[src/hdl/supervisor_pkg.sv]
// Shared constants for the supervisory watchdog and reset block.
// Assumes a single 10 MHz system clock; all supervisory timing is counted
// in ticks of the selected timebase, never in raw system clocks.
package supervisor_pkg;

  // ----------------------------------------------------------------------
  // System clock and internal oscillator
  // ----------------------------------------------------------------------
  localparam int CLK_PERIOD_NS  = 100;
  localparam int OSC_FREQ_HZ    = 10240;
  localparam int OSC_PERIOD_NS  = 1000000000 / OSC_FREQ_HZ;
  // Longest whole number of system clocks inside one oscillator period
  localparam int OSC_DIV_CYCLES = OSC_PERIOD_NS / CLK_PERIOD_NS;

  // ----------------------------------------------------------------------
  // Timing in milliseconds and in timebase ticks
  // ----------------------------------------------------------------------
  localparam int CNT_W           = 15;
  localparam int WD_SHORT_MS     = 100;
  localparam int WD_LONG_MS      = 1600;
  localparam int RST_ACTIVE_MS   = 50;
  localparam int WD_SHORT_TICKS  = WD_SHORT_MS * OSC_FREQ_HZ / 1000;
  localparam int WD_LONG_TICKS   = WD_LONG_MS * OSC_FREQ_HZ / 1000;
  localparam int RST_TICKS       = RST_ACTIVE_MS * OSC_FREQ_HZ / 1000;
  localparam int EXT_NORMAL_CLKS = 1024;
  localparam int EXT_LONG_CLKS   = 4096;
  localparam int EXT_RST_CLKS    = 512;

  // Terminal counts (last tick index) for the timers
  localparam logic [CNT_W-1:0] INT_SHORT_LAST  = CNT_W'(WD_SHORT_TICKS - 1);
  localparam logic [CNT_W-1:0] INT_LONG_LAST   = CNT_W'(WD_LONG_TICKS - 1);
  localparam logic [CNT_W-1:0] INT_RST_LAST    = CNT_W'(RST_TICKS - 1);
  localparam logic [CNT_W-1:0] EXT_NORMAL_LAST = CNT_W'(EXT_NORMAL_CLKS - 1);
  localparam logic [CNT_W-1:0] EXT_LONG_LAST   = CNT_W'(EXT_LONG_CLKS - 1);
  localparam logic [CNT_W-1:0] EXT_RST_LAST    = CNT_W'(EXT_RST_CLKS - 1);

  // ----------------------------------------------------------------------
  // Reset sequencer states
  // ----------------------------------------------------------------------
  typedef enum logic [1:0] {
    ST_HOLD  = 2'b00,
    ST_DELAY = 2'b01,
    ST_RUN   = 2'b10
  } sup_state_e;

endpackage

[src/hdl/timebase_tick.sv]
// Timebase selection: internal oscillator divider or external clock pin.
// Assumes raw pin inputs from outside the clock domain; the external clock
// must be well below half the system clock rate to be seen edge by edge.
`timescale 1ns/100ps
module timebase_tick
  import supervisor_pkg::*;
#(
  parameter int DIV = OSC_DIV_CYCLES
) (
  // Clock and reset
  input  wire logic clock_in,
  input  wire logic reset_in,
  // Raw pins
  input  wire logic timebase_source_sel_in,
  input  wire logic timebase_pin_in,
  // Mode from the main sequencer
  input  wire logic backup_active_in,
  // Tick and selection state
  output logic      tick_out,
  output logic      ext_mode_out,
  output logic      pin_level_out
);

  // ----------------------------------------------------------------------
  // Synchronisers
  // ----------------------------------------------------------------------
  logic [1:0]  sel_sync_q;
  logic [1:0]  pin_sync_q;
  logic        pin_prev_q;
  logic        ext_mode_q;
  logic        pin_level_q;
  logic [15:0] div_q;
  logic        div_end;
  logic        ext_edge;

  // Two stages each; only the second stage is read by logic
  always_ff @(posedge clock_in) begin
    if (reset_in) begin
      sel_sync_q <= 2'h3;
      pin_sync_q <= 2'h3;
      pin_prev_q <= 1'b1;
    end else begin
      sel_sync_q <= {sel_sync_q[0], timebase_source_sel_in};
      pin_sync_q <= {pin_sync_q[0], timebase_pin_in};
      pin_prev_q <= pin_sync_q[1];
    end
  end

  // ----------------------------------------------------------------------
  // Mode capture, frozen in backup so the pins are ignored there
  // ----------------------------------------------------------------------
  always_ff @(posedge clock_in) begin
    if (reset_in) begin
      ext_mode_q  <= 1'b0;
      pin_level_q <= 1'b1;
    end else if (!backup_active_in) begin
      ext_mode_q  <= !sel_sync_q[1];
      pin_level_q <= pin_sync_q[1];
    end
  end

  // Internal oscillator: one tick per oscillator period
  assign div_end = (div_q == 16'(DIV - 1));

  always_ff @(posedge clock_in) begin
    if (reset_in || div_end) begin
      div_q <= 16'h0000;
    end else begin
      div_q <= div_q + 16'h0001;
    end
  end

  // Each rising edge of the external clock is one tick
  assign ext_edge      = pin_sync_q[1] && !pin_prev_q;
  assign tick_out      = ext_mode_q ? ext_edge : div_end;
  assign ext_mode_out  = ext_mode_q;
  assign pin_level_out = pin_level_q;

endmodule

[src/hdl/kick_edge.sv]
// Kick input qualifier and transition detector.
// Assumes raw kick and kick-floating indications from the pin front end;
// the floating flag is a digital result of the analog midsupply sense.
`timescale 1ns/100ps
module kick_edge
  import supervisor_pkg::*;
(
  // Clock and reset
  input  wire logic clock_in,
  input  wire logic reset_in,
  // Raw pins
  input  wire logic watchdog_kick_in,
  input  wire logic kick_float_in,
  // Timebase and gating
  input  wire logic tick_in,
  input  wire logic enable_in,
  // Results
  output logic      edge_out,
  output logic      off_out
);

  // ----------------------------------------------------------------------
  // Synchronise, then sample on the timebase
  // ----------------------------------------------------------------------
  logic [1:0] kick_sync_q;
  logic [1:0] float_sync_q;
  logic       kick_tb_q;
  logic       differs;

  always_ff @(posedge clock_in) begin
    if (reset_in) begin
      kick_sync_q  <= 2'h0;
      float_sync_q <= 2'h0;
    end else begin
      kick_sync_q  <= {kick_sync_q[0], watchdog_kick_in};
      float_sync_q <= {float_sync_q[0], kick_float_in};
    end
  end

  // Level last seen on a tick; both polarities of change count once
  always_ff @(posedge clock_in) begin
    if (reset_in) begin
      kick_tb_q <= 1'b0;
    end else if (tick_in) begin
      kick_tb_q <= kick_sync_q[1];
    end
  end

  assign differs  = kick_sync_q[1] != kick_tb_q;
  assign off_out  = float_sync_q[1];
  assign edge_out = tick_in && enable_in && !float_sync_q[1] && differs;

endmodule

[src/hdl/supervisor_watchdog_reset.sv]
// Supervisory watchdog, reset sequencer, chip-select gate and warnings.
// Assumes the analog comparators are outside: supply-low, early-warning,
// kick-floating and backup indications arrive as digital levels.
//
// How it works
// - Reset pulse when the kick shows no transition within the timeout.
// - After any reset ends, the long timeout applies first.
// - Watchdog counter restarts when reset is released, whatever caused it.
// - Normal timeout takes over after the first kick seen out of reset.
// - Every kick transition, either polarity, restarts the count from zero.
// - A stuck kick gives a reset pulse after every timeout, forever.
// - Floating kick disables the watchdog; fault status stays high.
// - External clock: 1024 normal, 4096 after reset, 512 reset clocks.
// - Internal, pin low: 100 ms normal, 1.6 s after reset, 50 ms reset.
// - Internal, pin high: 1.6 s both timeouts, 50 ms reset.
// - Source select high uses internal oscillator, low uses the pin.
// - Internal timebase is 10.24 kHz; periods are counts of it.
// - Fault status goes low on expiry, high on the next kick.
// - Fault status is high whenever supply is low.
// - Chip-select output follows its input while supply is good.
// - Chip-select output forced high while supply is low.
// - Early warning output low while the warn comparator reports low.
// - Backup mode fixes all outputs to their stated levels.
// - Backup mode ignores kick, chip-select, timebase pins and warn input.
// - Reset held while supply low and for the reset time after.
// - Active-high reset is always the complement of active-low reset.
`timescale 1ns/100ps
module supervisor_watchdog_reset
  import supervisor_pkg::*;
#(
  parameter int OSC_DIV = OSC_DIV_CYCLES
) (
  // Clock and reset
  input  wire logic clock_in,
  input  wire logic reset_in,
  // Analog front end indications
  input  wire logic supply_low_in,
  input  wire logic early_warn_in,
  input  wire logic backup_active_in,
  // Watchdog and timebase pins
  input  wire logic watchdog_kick_in,
  input  wire logic kick_float_in,
  input  wire logic timebase_source_sel_in,
  input  wire logic timebase_pin_in,
  // RAM chip select
  input  wire logic cs_n_in,
  output logic      cs_n_out,
  // Processor outputs
  output logic      reset_n_out,
  output logic      reset_out,
  output logic      supply_low_n_out,
  output logic      backup_active_out,
  output logic      watchdog_fault_n_out,
  output logic      early_warn_n_out
);

  // ----------------------------------------------------------------------
  // Declarations
  // ----------------------------------------------------------------------
  logic [1:0]       supply_sync_q;
  logic [1:0]       warn_sync_q;
  logic [1:0]       backup_sync_q;
  logic             supply_low;
  logic             backup_on;
  logic             low_any;
  sup_state_e       state_q;
  sup_state_e       state_d;
  logic [CNT_W-1:0] rst_cnt_q;
  logic [CNT_W-1:0] wd_cnt_q;
  logic [CNT_W-1:0] wd_last;
  logic [CNT_W-1:0] rst_last;
  logic             long_mode_q;
  logic             reset_n_q;
  logic             fault_n_q;
  logic             warn_n_q;
  logic             supply_low_n_q;
  logic             backup_q;
  logic             tick;
  logic             ext_mode;
  logic             pin_level;
  logic             kick;
  logic             kick_off;
  logic             rst_done;
  logic             wd_expire;

  // Pick the terminal count for the watchdog from mode and phase
  function automatic logic [CNT_W-1:0] wd_limit(input logic ext, input logic pin,
                                                input logic long_phase);
    if (ext) begin
      wd_limit = long_phase ? EXT_LONG_LAST : EXT_NORMAL_LAST;
    end else if (long_phase || pin) begin
      wd_limit = INT_LONG_LAST;
    end else begin
      wd_limit = INT_SHORT_LAST;
    end
  endfunction

  // ----------------------------------------------------------------------
  // Front-end synchronisers
  // ----------------------------------------------------------------------
  // Supply low resets to asserted so outputs start safe; backup resets to deasserted
  always_ff @(posedge clock_in) begin
    if (reset_in) begin
      supply_sync_q <= 2'h3;
      warn_sync_q   <= 2'h0;
      backup_sync_q <= 2'h0;
    end else begin
      supply_sync_q <= {supply_sync_q[0], supply_low_in};
      warn_sync_q   <= {warn_sync_q[0], early_warn_in};
      backup_sync_q <= {backup_sync_q[0], backup_active_in};
    end
  end

  assign supply_low = supply_sync_q[1];
  assign backup_on  = backup_sync_q[1];
  // Backup only occurs with supply gone, so it is treated as supply low too
  assign low_any    = supply_low || backup_on;

  // ----------------------------------------------------------------------
  // Timebase and kick detection
  // ----------------------------------------------------------------------
  timebase_tick #(
    .DIV (OSC_DIV)
  ) u_timebase (
    .clock_in               (clock_in),
    .reset_in               (reset_in),
    .timebase_source_sel_in (timebase_source_sel_in),
    .timebase_pin_in        (timebase_pin_in),
    .backup_active_in       (backup_on),
    .tick_out               (tick),
    .ext_mode_out           (ext_mode),
    .pin_level_out          (pin_level)
  );

  kick_edge u_kick (
    .clock_in         (clock_in),
    .reset_in         (reset_in),
    .watchdog_kick_in (watchdog_kick_in),
    .kick_float_in    (kick_float_in),
    .tick_in          (tick),
    .enable_in        (!backup_on),
    .edge_out         (kick),
    .off_out          (kick_off)
  );

  // ----------------------------------------------------------------------
  // Reset sequencer
  // ----------------------------------------------------------------------
  // Reset time is 512 ticks in every mode; kept as two names for clarity
  assign rst_last  = ext_mode ? EXT_RST_LAST : INT_RST_LAST;
  assign rst_done  = tick && (rst_cnt_q == rst_last);
  assign wd_last   = wd_limit(ext_mode, pin_level, long_mode_q);
  // Kick wins over expiry in the same tick, so a late kick is never punished
  assign wd_expire = (state_q == ST_RUN) && tick && !kick && !kick_off
                     && (wd_cnt_q == wd_last);

  always_comb begin
    state_d = state_q;
    unique case (state_q)
      ST_HOLD: begin
        if (!low_any) begin
          state_d = ST_DELAY;
        end
      end
      ST_DELAY: begin
        if (low_any) begin
          state_d = ST_HOLD;
        end else if (rst_done) begin
          state_d = ST_RUN;
        end
      end
      ST_RUN: begin
        if (low_any) begin
          state_d = ST_HOLD;
        end else if (wd_expire) begin
          state_d = ST_DELAY;
        end
      end
      default: begin
        state_d = ST_HOLD;
      end
    endcase
  end

  always_ff @(posedge clock_in) begin
    if (reset_in) begin
      state_q   <= ST_HOLD;
      reset_n_q <= 1'b0;
    end else begin
      state_q   <= state_d;
      reset_n_q <= (state_d == ST_RUN);
    end
  end

  // Reset active timer runs only while the delay phase lasts
  always_ff @(posedge clock_in) begin
    if (reset_in || state_q != ST_DELAY) begin
      rst_cnt_q <= '0;
    end else if (tick) begin
      rst_cnt_q <= rst_cnt_q + CNT_W'(1);
    end
  end

  // ----------------------------------------------------------------------
  // Watchdog counter and timeout phase
  // ----------------------------------------------------------------------
  // Held at zero through any reset so release starts a fresh period
  always_ff @(posedge clock_in) begin
    if (reset_in || state_q != ST_RUN || kick) begin
      wd_cnt_q <= '0;
    end else if (tick && !kick_off) begin
      wd_cnt_q <= wd_cnt_q + CNT_W'(1);
    end
  end

  // Long phase armed by any reset, left on the first kick after release
  always_ff @(posedge clock_in) begin
    if (reset_in || state_q != ST_RUN) begin
      long_mode_q <= 1'b1;
    end else if (kick) begin
      long_mode_q <= 1'b0;
    end
  end

  // ----------------------------------------------------------------------
  // Status outputs
  // ----------------------------------------------------------------------
  always_ff @(posedge clock_in) begin
    if (reset_in) begin
      fault_n_q      <= 1'b1;
      warn_n_q       <= 1'b1;
      supply_low_n_q <= 1'b0;
      backup_q       <= 1'b0;
    end else begin
      if (low_any || kick_off) begin
        fault_n_q <= 1'b1;
      end else if (wd_expire) begin
        fault_n_q <= 1'b0;
      end else if (kick) begin
        fault_n_q <= 1'b1;
      end
      warn_n_q       <= !backup_on && !warn_sync_q[1];
      supply_low_n_q <= !low_any;
      backup_q       <= backup_on;
    end
  end

  // Chip-select path stays combinational so the RAM sees minimal delay
  assign cs_n_out             = low_any ? 1'b1 : cs_n_in;
  assign reset_n_out          = reset_n_q;
  assign reset_out            = !reset_n_q;
  assign supply_low_n_out     = supply_low_n_q;
  assign backup_active_out    = backup_q;
  assign watchdog_fault_n_out = fault_n_q;
  assign early_warn_n_out     = warn_n_q;
endmodule

[config.mk]
export PLATFORM = sky130hd
export DESIGN_NAME = supervisor_watchdog_reset
export DESIGN_NICKNAME = d
export VERILOG_FILES = /design/src/hdl/supervisor_pkg.sv /design/src/hdl/timebase_tick.sv /design/src/hdl/kick_edge.sv /design/src/hdl/supervisor_watchdog_reset.sv
export SDC_FILE = /design/constraint.sdc
export NUM_CORES = 1
export LEC_CHECK = 0
export ABC_AREA = 0
export BUFFER_PORTS_ARGS = -buffer_cell sky130_fd_sc_hd__buf_2
export CAP_MARGIN = 20
export CORE_AREA = 3 3 79 81
export CTS_CLUSTER_DIAMETER = 50
export DETAILED_ROUTE_END_ITERATION = 10
export DIE_AREA = 0 0 82 84
export PLACE_DENSITY_LB_ADDON = 0.15
export SLEW_MARGIN = 20
export SYNTH_ARGS = -nofsm -noshare
export SYNTH_HDL_FRONTEND = slang
export SYNTH_SLANG_ARGS = --single-unit
[constraint.sdc]
create_clock -name clock_in -period 2.7 [get_ports clock_in]
set_input_delay 0.135 -clock clock_in [delete_from_list [all_inputs] [get_ports clock_in]]
set_output_delay 0.135 -clock clock_in [all_outputs]
set_load 0.05 [all_outputs]
; ---- Word-level counts from Yosys, hierarchy flattened
; Cells that the tools add are included.
[word_totals]
word_cells = 75
regBits = 72
[op_classes]
n_addsub = 3
n_eq_ne = 9
n_mux = 13
n_reduce_logical = 29
[ops]
columns = operator, n
row1 = 15-bit by 1-bit adder with 15-bit output (second input constant), 2
row2 = 14-bit 2-to-1 mux, 2
row3 = 16-bit by 1-bit adder with 16-bit output (second input constant), 1
row4 = 16-bit by 10-bit equality test with 1-bit output (second input constant), 1
row5 = 15-bit equality test, 1
row6 = 15-bit by 9-bit equality test with 1-bit output (second input constant), 1
row7 = 12-bit 2-to-1 mux, 1
row8 = 1-bit logical AND, 11
row9 = 2-bit 2-to-1 mux, 5
row10 = 1-bit zero test, 8
row11 = 1-bit logical OR, 7
row12 = 2-bit one-hot mux with 3 select lines, 1
row13 = 2-bit equality test (second input constant), 2
row14 = 1-bit 2-to-1 mux, 4
row15 = 2-bit by 1-bit equality test with 1-bit output (second input constant), 1
row16 = 2-bit zero test, 1
row17 = 2-bit by 1-bit inequality test with 1-bit output (second input constant), 1
row18 = 2-bit inequality test (second input constant), 1
row19 = 2-bit nonzero test, 1
row20 = 2-bit OR reduction, 1
row21 = 1-bit inequality test, 1

; ---- Logic depth before layout (Yosys ltp)
; Gate-level depths: netlist of run 1.
[depth]
word_depth = 14
ltp_mapped = 7
depth_no_buf = 6

; ---- Hierarchy
; From an unflattened synthesis of run 1, not the netlist that was laid out.
[unflattened]
hier_cells = 317
hier_area_um2 = 2960.3
[modules_own_cells]
columns = module, cells_each, instances, area_per_inst_um2
row1 = supervisor_watchdog_reset, 203, 1, 1880.6
row2 = timebase_tick, 100, 1, 918.4
row3 = kick_edge, 14, 1, 161.4

; ---- Worst setup path after synthesis of run 1
; OpenSTA, ideal clock, no wires.
[synth_timing]
kind = flip-flop to flip-flop
start = reg u_timebase.div_q[0]
end = reg rst_cnt_q[13]
synth_period_minus_slack_ps = 1954
t_required_ps = 2630
stages_incl_launch_ff = 8
path_buffers = 1
path_slack_ps = 746
setup_ps = 70
arrival_time_ps = 1884
path_cell_list = dfxtp_1 ha_1 and4b_1 nand4_4 and2_4 buf_6 or4_1 a21oi_1
[synth_between]
elab_chain_len = 2
[synth_rtl]
columns = element, line
row1 = "start, declared", timebase_tick.sv:32  ; logic [15:0] div_q;
row2 = "start signal, assigned", timebase_tick.sv:69  ; div_q <= div_q + 16'h0001;
row3 = 16-bit by 10-bit equality test with 1-bit output, timebase_tick.sv:63  ; assign div_end = (div_q == 16'(DIV - 1));
row4 = 1-bit 2-to-1 mux, timebase_tick.sv:75  ; assign tick_out = ext_mode_q ? ext_edge : div_end;
row5 = "end signal, assigned", supervisor_watchdog_reset.sv:200  ; rst_cnt_q <= rst_cnt_q + CNT_W'(1);
row6 = "end, declared", supervisor_watchdog_reset.sv:68  ; logic [CNT_W-1:0] rst_cnt_q;
; No other way between the ends.
; A chain may end at the register's enable or synchronous reset.

; ---- Worst setup path in the final report of run 1
[layout_timing]
start = reg u_timebase.div_q[0]
end = reg reset_n_q, in the netlist reset_n_out
[layout_between]
elab_chain_len = 13
[layout_rtl]
columns = element, line
row1 = 16-bit by 10-bit equality test with 1-bit output *, timebase_tick.sv:63
row2 = 1-bit 2-to-1 mux *, timebase_tick.sv:75
row3 = 1-bit logical AND (3 in series), kick_edge.sv:51  ; assign edge_out = tick_in && enable_in && !float_sync_q[1] && differs;
row4 = 1-bit zero test, supervisor_watchdog_reset.sv:154  ; assign wd_expire = (state_q == ST_RUN) && tick && !kick && !kick_off
row5 = 1-bit logical AND (2 in series), supervisor_watchdog_reset.sv:154
row6 = 1-bit logical AND, supervisor_watchdog_reset.sv:155  ; && (wd_cnt_q == wd_last);
row7 = 2-bit 2-to-1 mux, supervisor_watchdog_reset.sv:175  ; end else if (wd_expire) begin
row8 = 2-bit 2-to-1 mux, supervisor_watchdog_reset.sv:173  ; if (low_any) begin
row9 = 2-bit one-hot mux with 3 select lines *, supervisor_watchdog_reset.sv:159  ; unique case (state_q)
row10 = 2-bit equality test *, supervisor_watchdog_reset.sv:191  ; reset_n_q <= (state_d == ST_RUN);
row11 = "end signal, assigned", supervisor_watchdog_reset.sv:191
row12 = "end, declared", supervisor_watchdog_reset.sv:73  ; logic reset_n_q;
; Mark *: on every way between the ends. The rest lies on a longest branch, timed or not.

==> results of run 1 <==
## cells in the final DEF, fill, tap and decap left out, types with 4 or more instances in the layout
master / netlist / final
or2_2: 12 / 12
nor2_1: 47 / 47
dfxtp_1: 72 / 72
nor2b_1: 13 / 13
o31ai_1: 4 / 4
nand3_1: 18 / 18
or3_1: 7 / 7
a211oi_1: 9 / 9
clkbuf_8: 0 / 9
nand2_1: 12 / 12
xnor2_1: 22 / 22
dlygate4sd3_1: 0 / 7
inv_1: 5 / 5
a21oi_1: 18 / 18
buf_2: 2 / 16
a2111oi_0: 5 / 5
xor2_1: 9 / 9
and3_1: 5 / 5
or4_1: 6 / 6
mux2i_1: 5 / 5
o21ai_0: 9 / 9
nand4_1: 9 / 9
## worst max-delay path by stage
stage,from,to,depth (start not counted)
3_3_place_gp,u_timebase.div_q[0]$_SDFF_PP0_,reset_n_out$_SDFF_PP0_,6
4_1_cts,u_timebase.div_q[0]$_SDFF_PP0_,reset_n_out$_SDFF_PP0_,6
6_report,u_timebase.div_q[0]$_SDFF_PP0_,reset_n_out$_SDFF_PP0_,6
5_1_grt,u_timebase.div_q[0]$_SDFF_PP0_,reset_n_out$_SDFF_PP0_,6
2_1_floorplan,u_timebase.div_q[0]$_SDFF_PP0_,rst_cnt_q[13]$_SDFFE_PP0N_,7
3_5_place_dp,u_timebase.div_q[0]$_SDFF_PP0_,reset_n_out$_SDFF_PP0_,6
## where the power goes
group          switching, mW  leakage, nW  internal (mW)
clock                  0.414        0.119          0.615
sequential           0.00999        0.584           1.08
combinational         0.0300        0.478         0.0272
## stage by stage
stage / hold slack, ps / total power, mW / cells
2_1_floorplan: 206.6 / 1.147 / 333
3_3_place_gp: 317.0 / 1.160 / 413
3_5_place_dp: 320.8 / 1.162 / 413
4_1_cts: 187.2 / 2.190 / 436
5_1_grt: 225.4 / 2.248 / 436
6_report: 199.7 / 2.174 / 436
## state kept, by name, indices dropped and copies added (netlist names)
register,cells
watchdog_fault_n_out,1
u_timebase.div_q,16
early_warn_n_out,1
long_mode_q,1
warn_sync_q,2
u_timebase.pin_prev_q,1
reset_n_out,1
supply_low_n_out,1
supply_sync_q,2
rst_cnt_q,15
u_timebase.pin_sync_q,2
state_q,2
backup_sync_q,2
u_kick.kick_tb_q,1
u_kick.kick_sync_q,2
wd_cnt_q,15
backup_active_out,1
u_kick.float_sync_q,2
u_timebase.sel_sync_q,2
u_timebase.pin_level_out,1
u_timebase.ext_mode_out,1
## synthesized netlist by cell type (4+ instances only)
cell type and n:
xor2_1 9, dfxtp_1 72, a211oi_1 9, mux2i_1 5, clkbuf_1 8, or4_1 6
nand3_1 18, nor2_1 47, xnor2_1 22, a21oi_1 18, o21ai_0 9, or3_1 7
nand2_1 12, a2111oi_0 5, o31ai_1 4, nand4_1 9, inv_1 5, nor2b_1 13
and3_1 5, or2_2 12
## area by class of cell
type                    count  area (um^2)
clock inverters             7        120.1
fillers                   480         2011
clock buffers               9        123.9
repair buffers             26        172.7
flip-flops and latches     72         1441
inverters                   5        18.77
multi-input cells         245         1563
well taps                  72        90.09
## metal layers
metal,vias up,track usage [%],part of all wire [%]
li1,1235,-,-
met1,1088,25.02,52
met2,30,26.75,43
met3,7,4.104,2.6
met4,0,9.668,1.7
met5,-,0,0
## logic make-up (layout without fill, tap and decap cells)
group,Yosys count,after routing,synth area share (%)
flops,72,72,46.89
xor+xnor,31,31,8.832
buf+inv,16,47,2.279
simple gates,150,150,27.19
fa+ha+maj,3,3,1.221
mux,5,5,1.628
compound gates,56,56,11.97
==> reports/results.ini, run 1 <==
[placement]
dpl_cell_area_um2 = 3216
numPortBuffers = 16
hpwlAfterDp_um = 3658
pre_cts_slack_ps = 298.6
gp_congestion = 0.7914

[power]
peakVddDrop_mv = 0.4501
p_leak_nw = 1.182
powerDensity_nw_per_um2 = 615.9

[timing]
fin_tns_setup_ps = 0
maxSlewHeadroom_pct = 42.48
final_hold_viol_count = 0
setup_viol = 0
finalClockSkew_ps = 10.82
drv_slew = 0
rsz0062_at_grt = false
tightestPinTransition_ps = 841.1
post-route-period-util_pct = 92.63
worst_slack_ps = 199.0
fin_crit_ps = 2501
max_freq_mhz = 399.8

[worst_hold_path]
hp-start = reset_in
hold_path_class = primary input to flip-flop
hold_depth = 2
min_to = backup_sync_q[0]$_SDFF_PP0_

[global_routing]
antenna_found_initial = 0
grt_remaining_overflow = 0
grt_first_pass_wirelength_um = 10030
grt_start_max_net_pins = 27
track_usage_pct = 18.39
grt_pass1_vias = 2250

[run]
max-cap-violations = 0

[drt]
drt-total-wl_um = 5662
drtPass1Iterations = 4
antenna_left = 0
wl_per_cell_um = 12.99
vias = 2360
drc_errors = 0
via_per_inst = 5.413
drt-initial-drc-count = 143

[yosys]
synthesis.yosys.warnings = 0
yosys.cell_types.count = 42
postSynthCellCount = 333
synthArstFlopShare_pct = 0
avgSynthCellArea_um2 = 9.232
yosysTopAreaCellShare_pct = 46.89
synth-edff-count = 0
synth_fp_nets = 346
synth_area_leaders = dfxtp_1 (47%), xnor2_1 (6.3%), nor2_1 (5.7%)
ys_seq_elements = 72
yosysTopAreaCell = dfxtp_1
synth-seq-area-share_pct = 46.89
ys.flop_type = dfxtp_1
syn_area_um2 = 3074

[cells_and_area]
fin_util_pct = 63.71
area_delta_synth_final_pct = 14.81
drive_above_1_share_pct = 14.29
final_cell_area_um2 = 3530
antenna_cells = 0
layout.nets = 372

[floorplan]
num_rows = 27
die_h_um = 84
dieArea_um2 = 6888
die_w_um = 82
ios = 17
coreArea_um2 = 5540
start_util_pct = 55.49

[critical_path]
crit_arrival_ps = 2760
r2r_start = u_timebase.div_q[0]$_SDFF_PP0_
r2r-end = reset_n_out$_SDFF_PP0_
critPathLaunchType = flip-flop
worst_ep_required_time_ps = 2960
cp_max_fo = 19
cp_slowest_cell = a2111oi_0
crit_type = flip-flop to flip-flop
crit_family = compound AO/OA/AOI/OAI gates
path_buf_inv = 0
r2r_slack_ps = 200
max_stage_delay_ps = 860
reg2regPathDepth = 6
path_cells = ha_1 -> and4b_1 -> nand4_4 -> a2111oi_0 -> nand3b_1 -> a21oi_1
cp-end-kind = flip-flop

[cts]
cts_resized = 0
cts_buffer_depth = 2
cts_hold_buf = 7
post_cts_buffers = 0
clk_latency_ps = 340
clk_pin_slew_ps = 80
cts_sinks = 72
numCtsBuffers = 9
clockRootBuffer = clkbuf_8
cts_tree = done
htree_levels = 3

[outcome]
status = finished clean

No activity file was read; power rests on OpenSTA's default activity.
==> run 2, diff against run 1 <==
Settings changed: CORE_AREA 3 3 79 81 to 3 3 78 80, DIE_AREA 0 0 82 84 to 0 0 81 83, SYNTH_HIERARCHICAL from default to 1.
==> run 2 against run 1 <==
  * Synthesized cell count shrank 4.8%
  * Register-to-register slack lost 140 ps
  * Setup slack lost 140 ps
==> reports/results.ini, run 2 <==
[placement]
hpwlAfterDp_um = 3592
pre_cts_slack_ps = 1.871
gp_congestion = 0.7314
numPortBuffers = 16

[critical_path]
cp-end-kind = flip-flop
cp_max_fo = 4
crit_type = flip-flop to flip-flop
path_buf_inv = 1
path_cells = or4_4 -> nor4_4 -> inv_2 -> o22ai_4 -> nand3b_1 -> or4_4 -> or3_4 -> a21oi_2
cp_slowest_cell = or4_4
max_stage_delay_ps = 540
cp_common_cell = or4_4
crit_family = simple AND/OR/NAND/NOR gates
crit_arrival_ps = 2920
critPathLaunchType = flip-flop
worst_ep_required_time_ps = 2980

[timing]
tightestPinTransition_ps = 522.9
fin_crit_ps = 2637
finalClockSkew_ps = 5.083
maxSlewHeadroom_pct = 65.14
setup_viol = 0
worst_slack_ps = 62.95
post-route-period-util_pct = 97.67
drv_slew = 0
max_freq_mhz = 379.2
final_hold_viol_count = 0
rsz0062_at_grt = true

[floorplan]
ios = 17
start_util_pct = 54.09
die_w_um = 81
die_h_um = 83
coreArea_um2 = 5473
num_rows = 27
dieArea_um2 = 6723

[yosys]
synth-edff-count = 0
postSynthCellCount = 317
ys_seq_elements = 72
avgSynthCellArea_um2 = 9.339
ys.flop_type = dfxtp_1
synthArstFlopShare_pct = 0
synth_fp_nets = 330
synth.most_common_cell = dfxtp_1
yosysTopAreaCell = dfxtp_1
synthesis.yosys.warnings = 6
syn_area_um2 = 2960
synth-seq-area-share_pct = 48.69
yosys.cell_types.count = 43
synth_area_leaders = dfxtp_1 (49%), xnor2_1 (6.8%), nor2_1 (6.2%)
yosysTopAreaCellShare_pct = 48.69
synth_common_cells = dfxtp_1 (72), nor2_1 (49), xnor2_1 (23)

[cells_and_area]
area_delta_synth_final_pct = 19.78
largest_reg_flops = 16
drive_above_1_share_pct = 20.17
final_cell_mix = dfxtp_1 (71), nor2_1 (49), xnor2_1 (23)
fin_util_pct = 64.79
final_common_cell = dfxtp_1
reg_top3 = u_timebase/div_q (16), rst_cnt_q (15), wd_cnt_q (15)
layout.nets = 370
antenna_cells = 0
largest-register = u_timebase/div_q

[global_routing]
antenna_found_initial = 0
grt_first_pass_wirelength_um = 9508
grt_start_max_net_pins = 27
grt_remaining_overflow = 0
track_usage_pct = 17.85
grt_pass1_vias = 2184

[power]
peakVddDrop_mv = 0.4440
powerDensity_nw_per_um2 = 590.7
p_leak_nw = 1.249

[cts]
clk_latency_ps = 340
cts_sinks = 72
clockRootBuffer = clkbuf_8
cts_tree = done
cts_buffer_depth = 2
htree_levels = 3
numCtsBuffers = 9
clk_pin_slew_ps = 80

[drt]
drc_errors = 0
wl_per_cell_um = 12.07
drt-total-wl_um = 5240
via_per_inst = 5.136
drtPass1Iterations = 4
antenna_left = 0
drt-initial-drc-count = 68
vias = 2229

[run]
max-cap-violations = 0

[worst_hold_path]
hold_path_class = primary input to flip-flop

[outcome]
status = finished clean

[run 2: through the flow]
stage                     power, mW  instances  hold slack, ps  TNS [ps]  area [um^2]
after floorplan               1.147        317           206.6    -16.58         2970
after global placement        1.159        410           318.0         0         3202
after detailed placement      1.160        410           320.9         0         3202
after CTS                     2.124        433           174.8         0         3507
after global routing          2.190        434           213.3    -104.9         3546
final                         2.095        434           188.3         0         3546
[run 2: what timing repair did]
action,4_1_cts,5_1_grt
endpoints found under the setup margin,3,6
gates resized for setup,1,8
setup buffers,0,1
hold endpoints to repair,7,0
hold buffers,7,0
pin swaps,2,4
[run 2: per-layer routing]
metal / vias up / global-route usage, % / share of wire (%)
met5: - / 0 / 0
met4: 0 / 6.912 / 1.7
met3: 9 / 5.857 / 4.3
met2: 42 / 27.11 / 44
met1: 1008 / 23.26 / 50
li1: 1170 / - / -
[run 2: worst paths after layout]
check	slack, ps	cells after the start	from	endpoint
max	60	8	u_timebase/div_q[10]$_SDFF_PP0_	wd_cnt_q[14]$_SDFFE_PP0P_
min	190	2	reset_in	u_timebase/ext_mode_out$_SDFFE_PP0N_
max reg2reg	60	8	u_timebase/div_q[10]$_SDFF_PP0_	wd_cnt_q[14]$_SDFFE_PP0P_
min reg2reg	410	1	supply_sync_q[0]$_SDFF_PP1_	supply_sync_q[1]$_SDFF_PP1_
[run 2: worst reg2reg max path: cells and delay by family, from the launching register on]
kind            cells  cell delay (ps)
compound gates      2              350
buf+inv             1               70
flops               1              320
simple gates        5             1830
[run 2: final cells by class]
cell class,instances,area [um^2]
well taps,72,90.09
clock buffers,9,123.9
inverters,12,45.04
multi-input cells,223,1458
clock inverters,7,103.9
fillers,465,1927
flip-flops and latches,72,1443
repair buffers,39,282.8
[run 2: cell families (layout without fill, tap and decap cells)]
kind of cell | count (synthesis) | after routing | share of synthesized area [%]
xor+xnor | 35 | 35 | 10.35
flops | 72 | 72 | 48.69
compound gates | 30 | 30 | 6.721
fa+ha+maj | 3 | 3 | 1.268
buf+inv | 22 | 67 | 3.550
mux | 4 | 4 | 1.353
simple gates | 151 | 151 | 28.06
[run 2: power by group]
group	switching, mW	internal, mW
registers	0.0101	1.08
clock network	0.423	0.529
logic	0.0279	0.0270
total	0.461	1.63
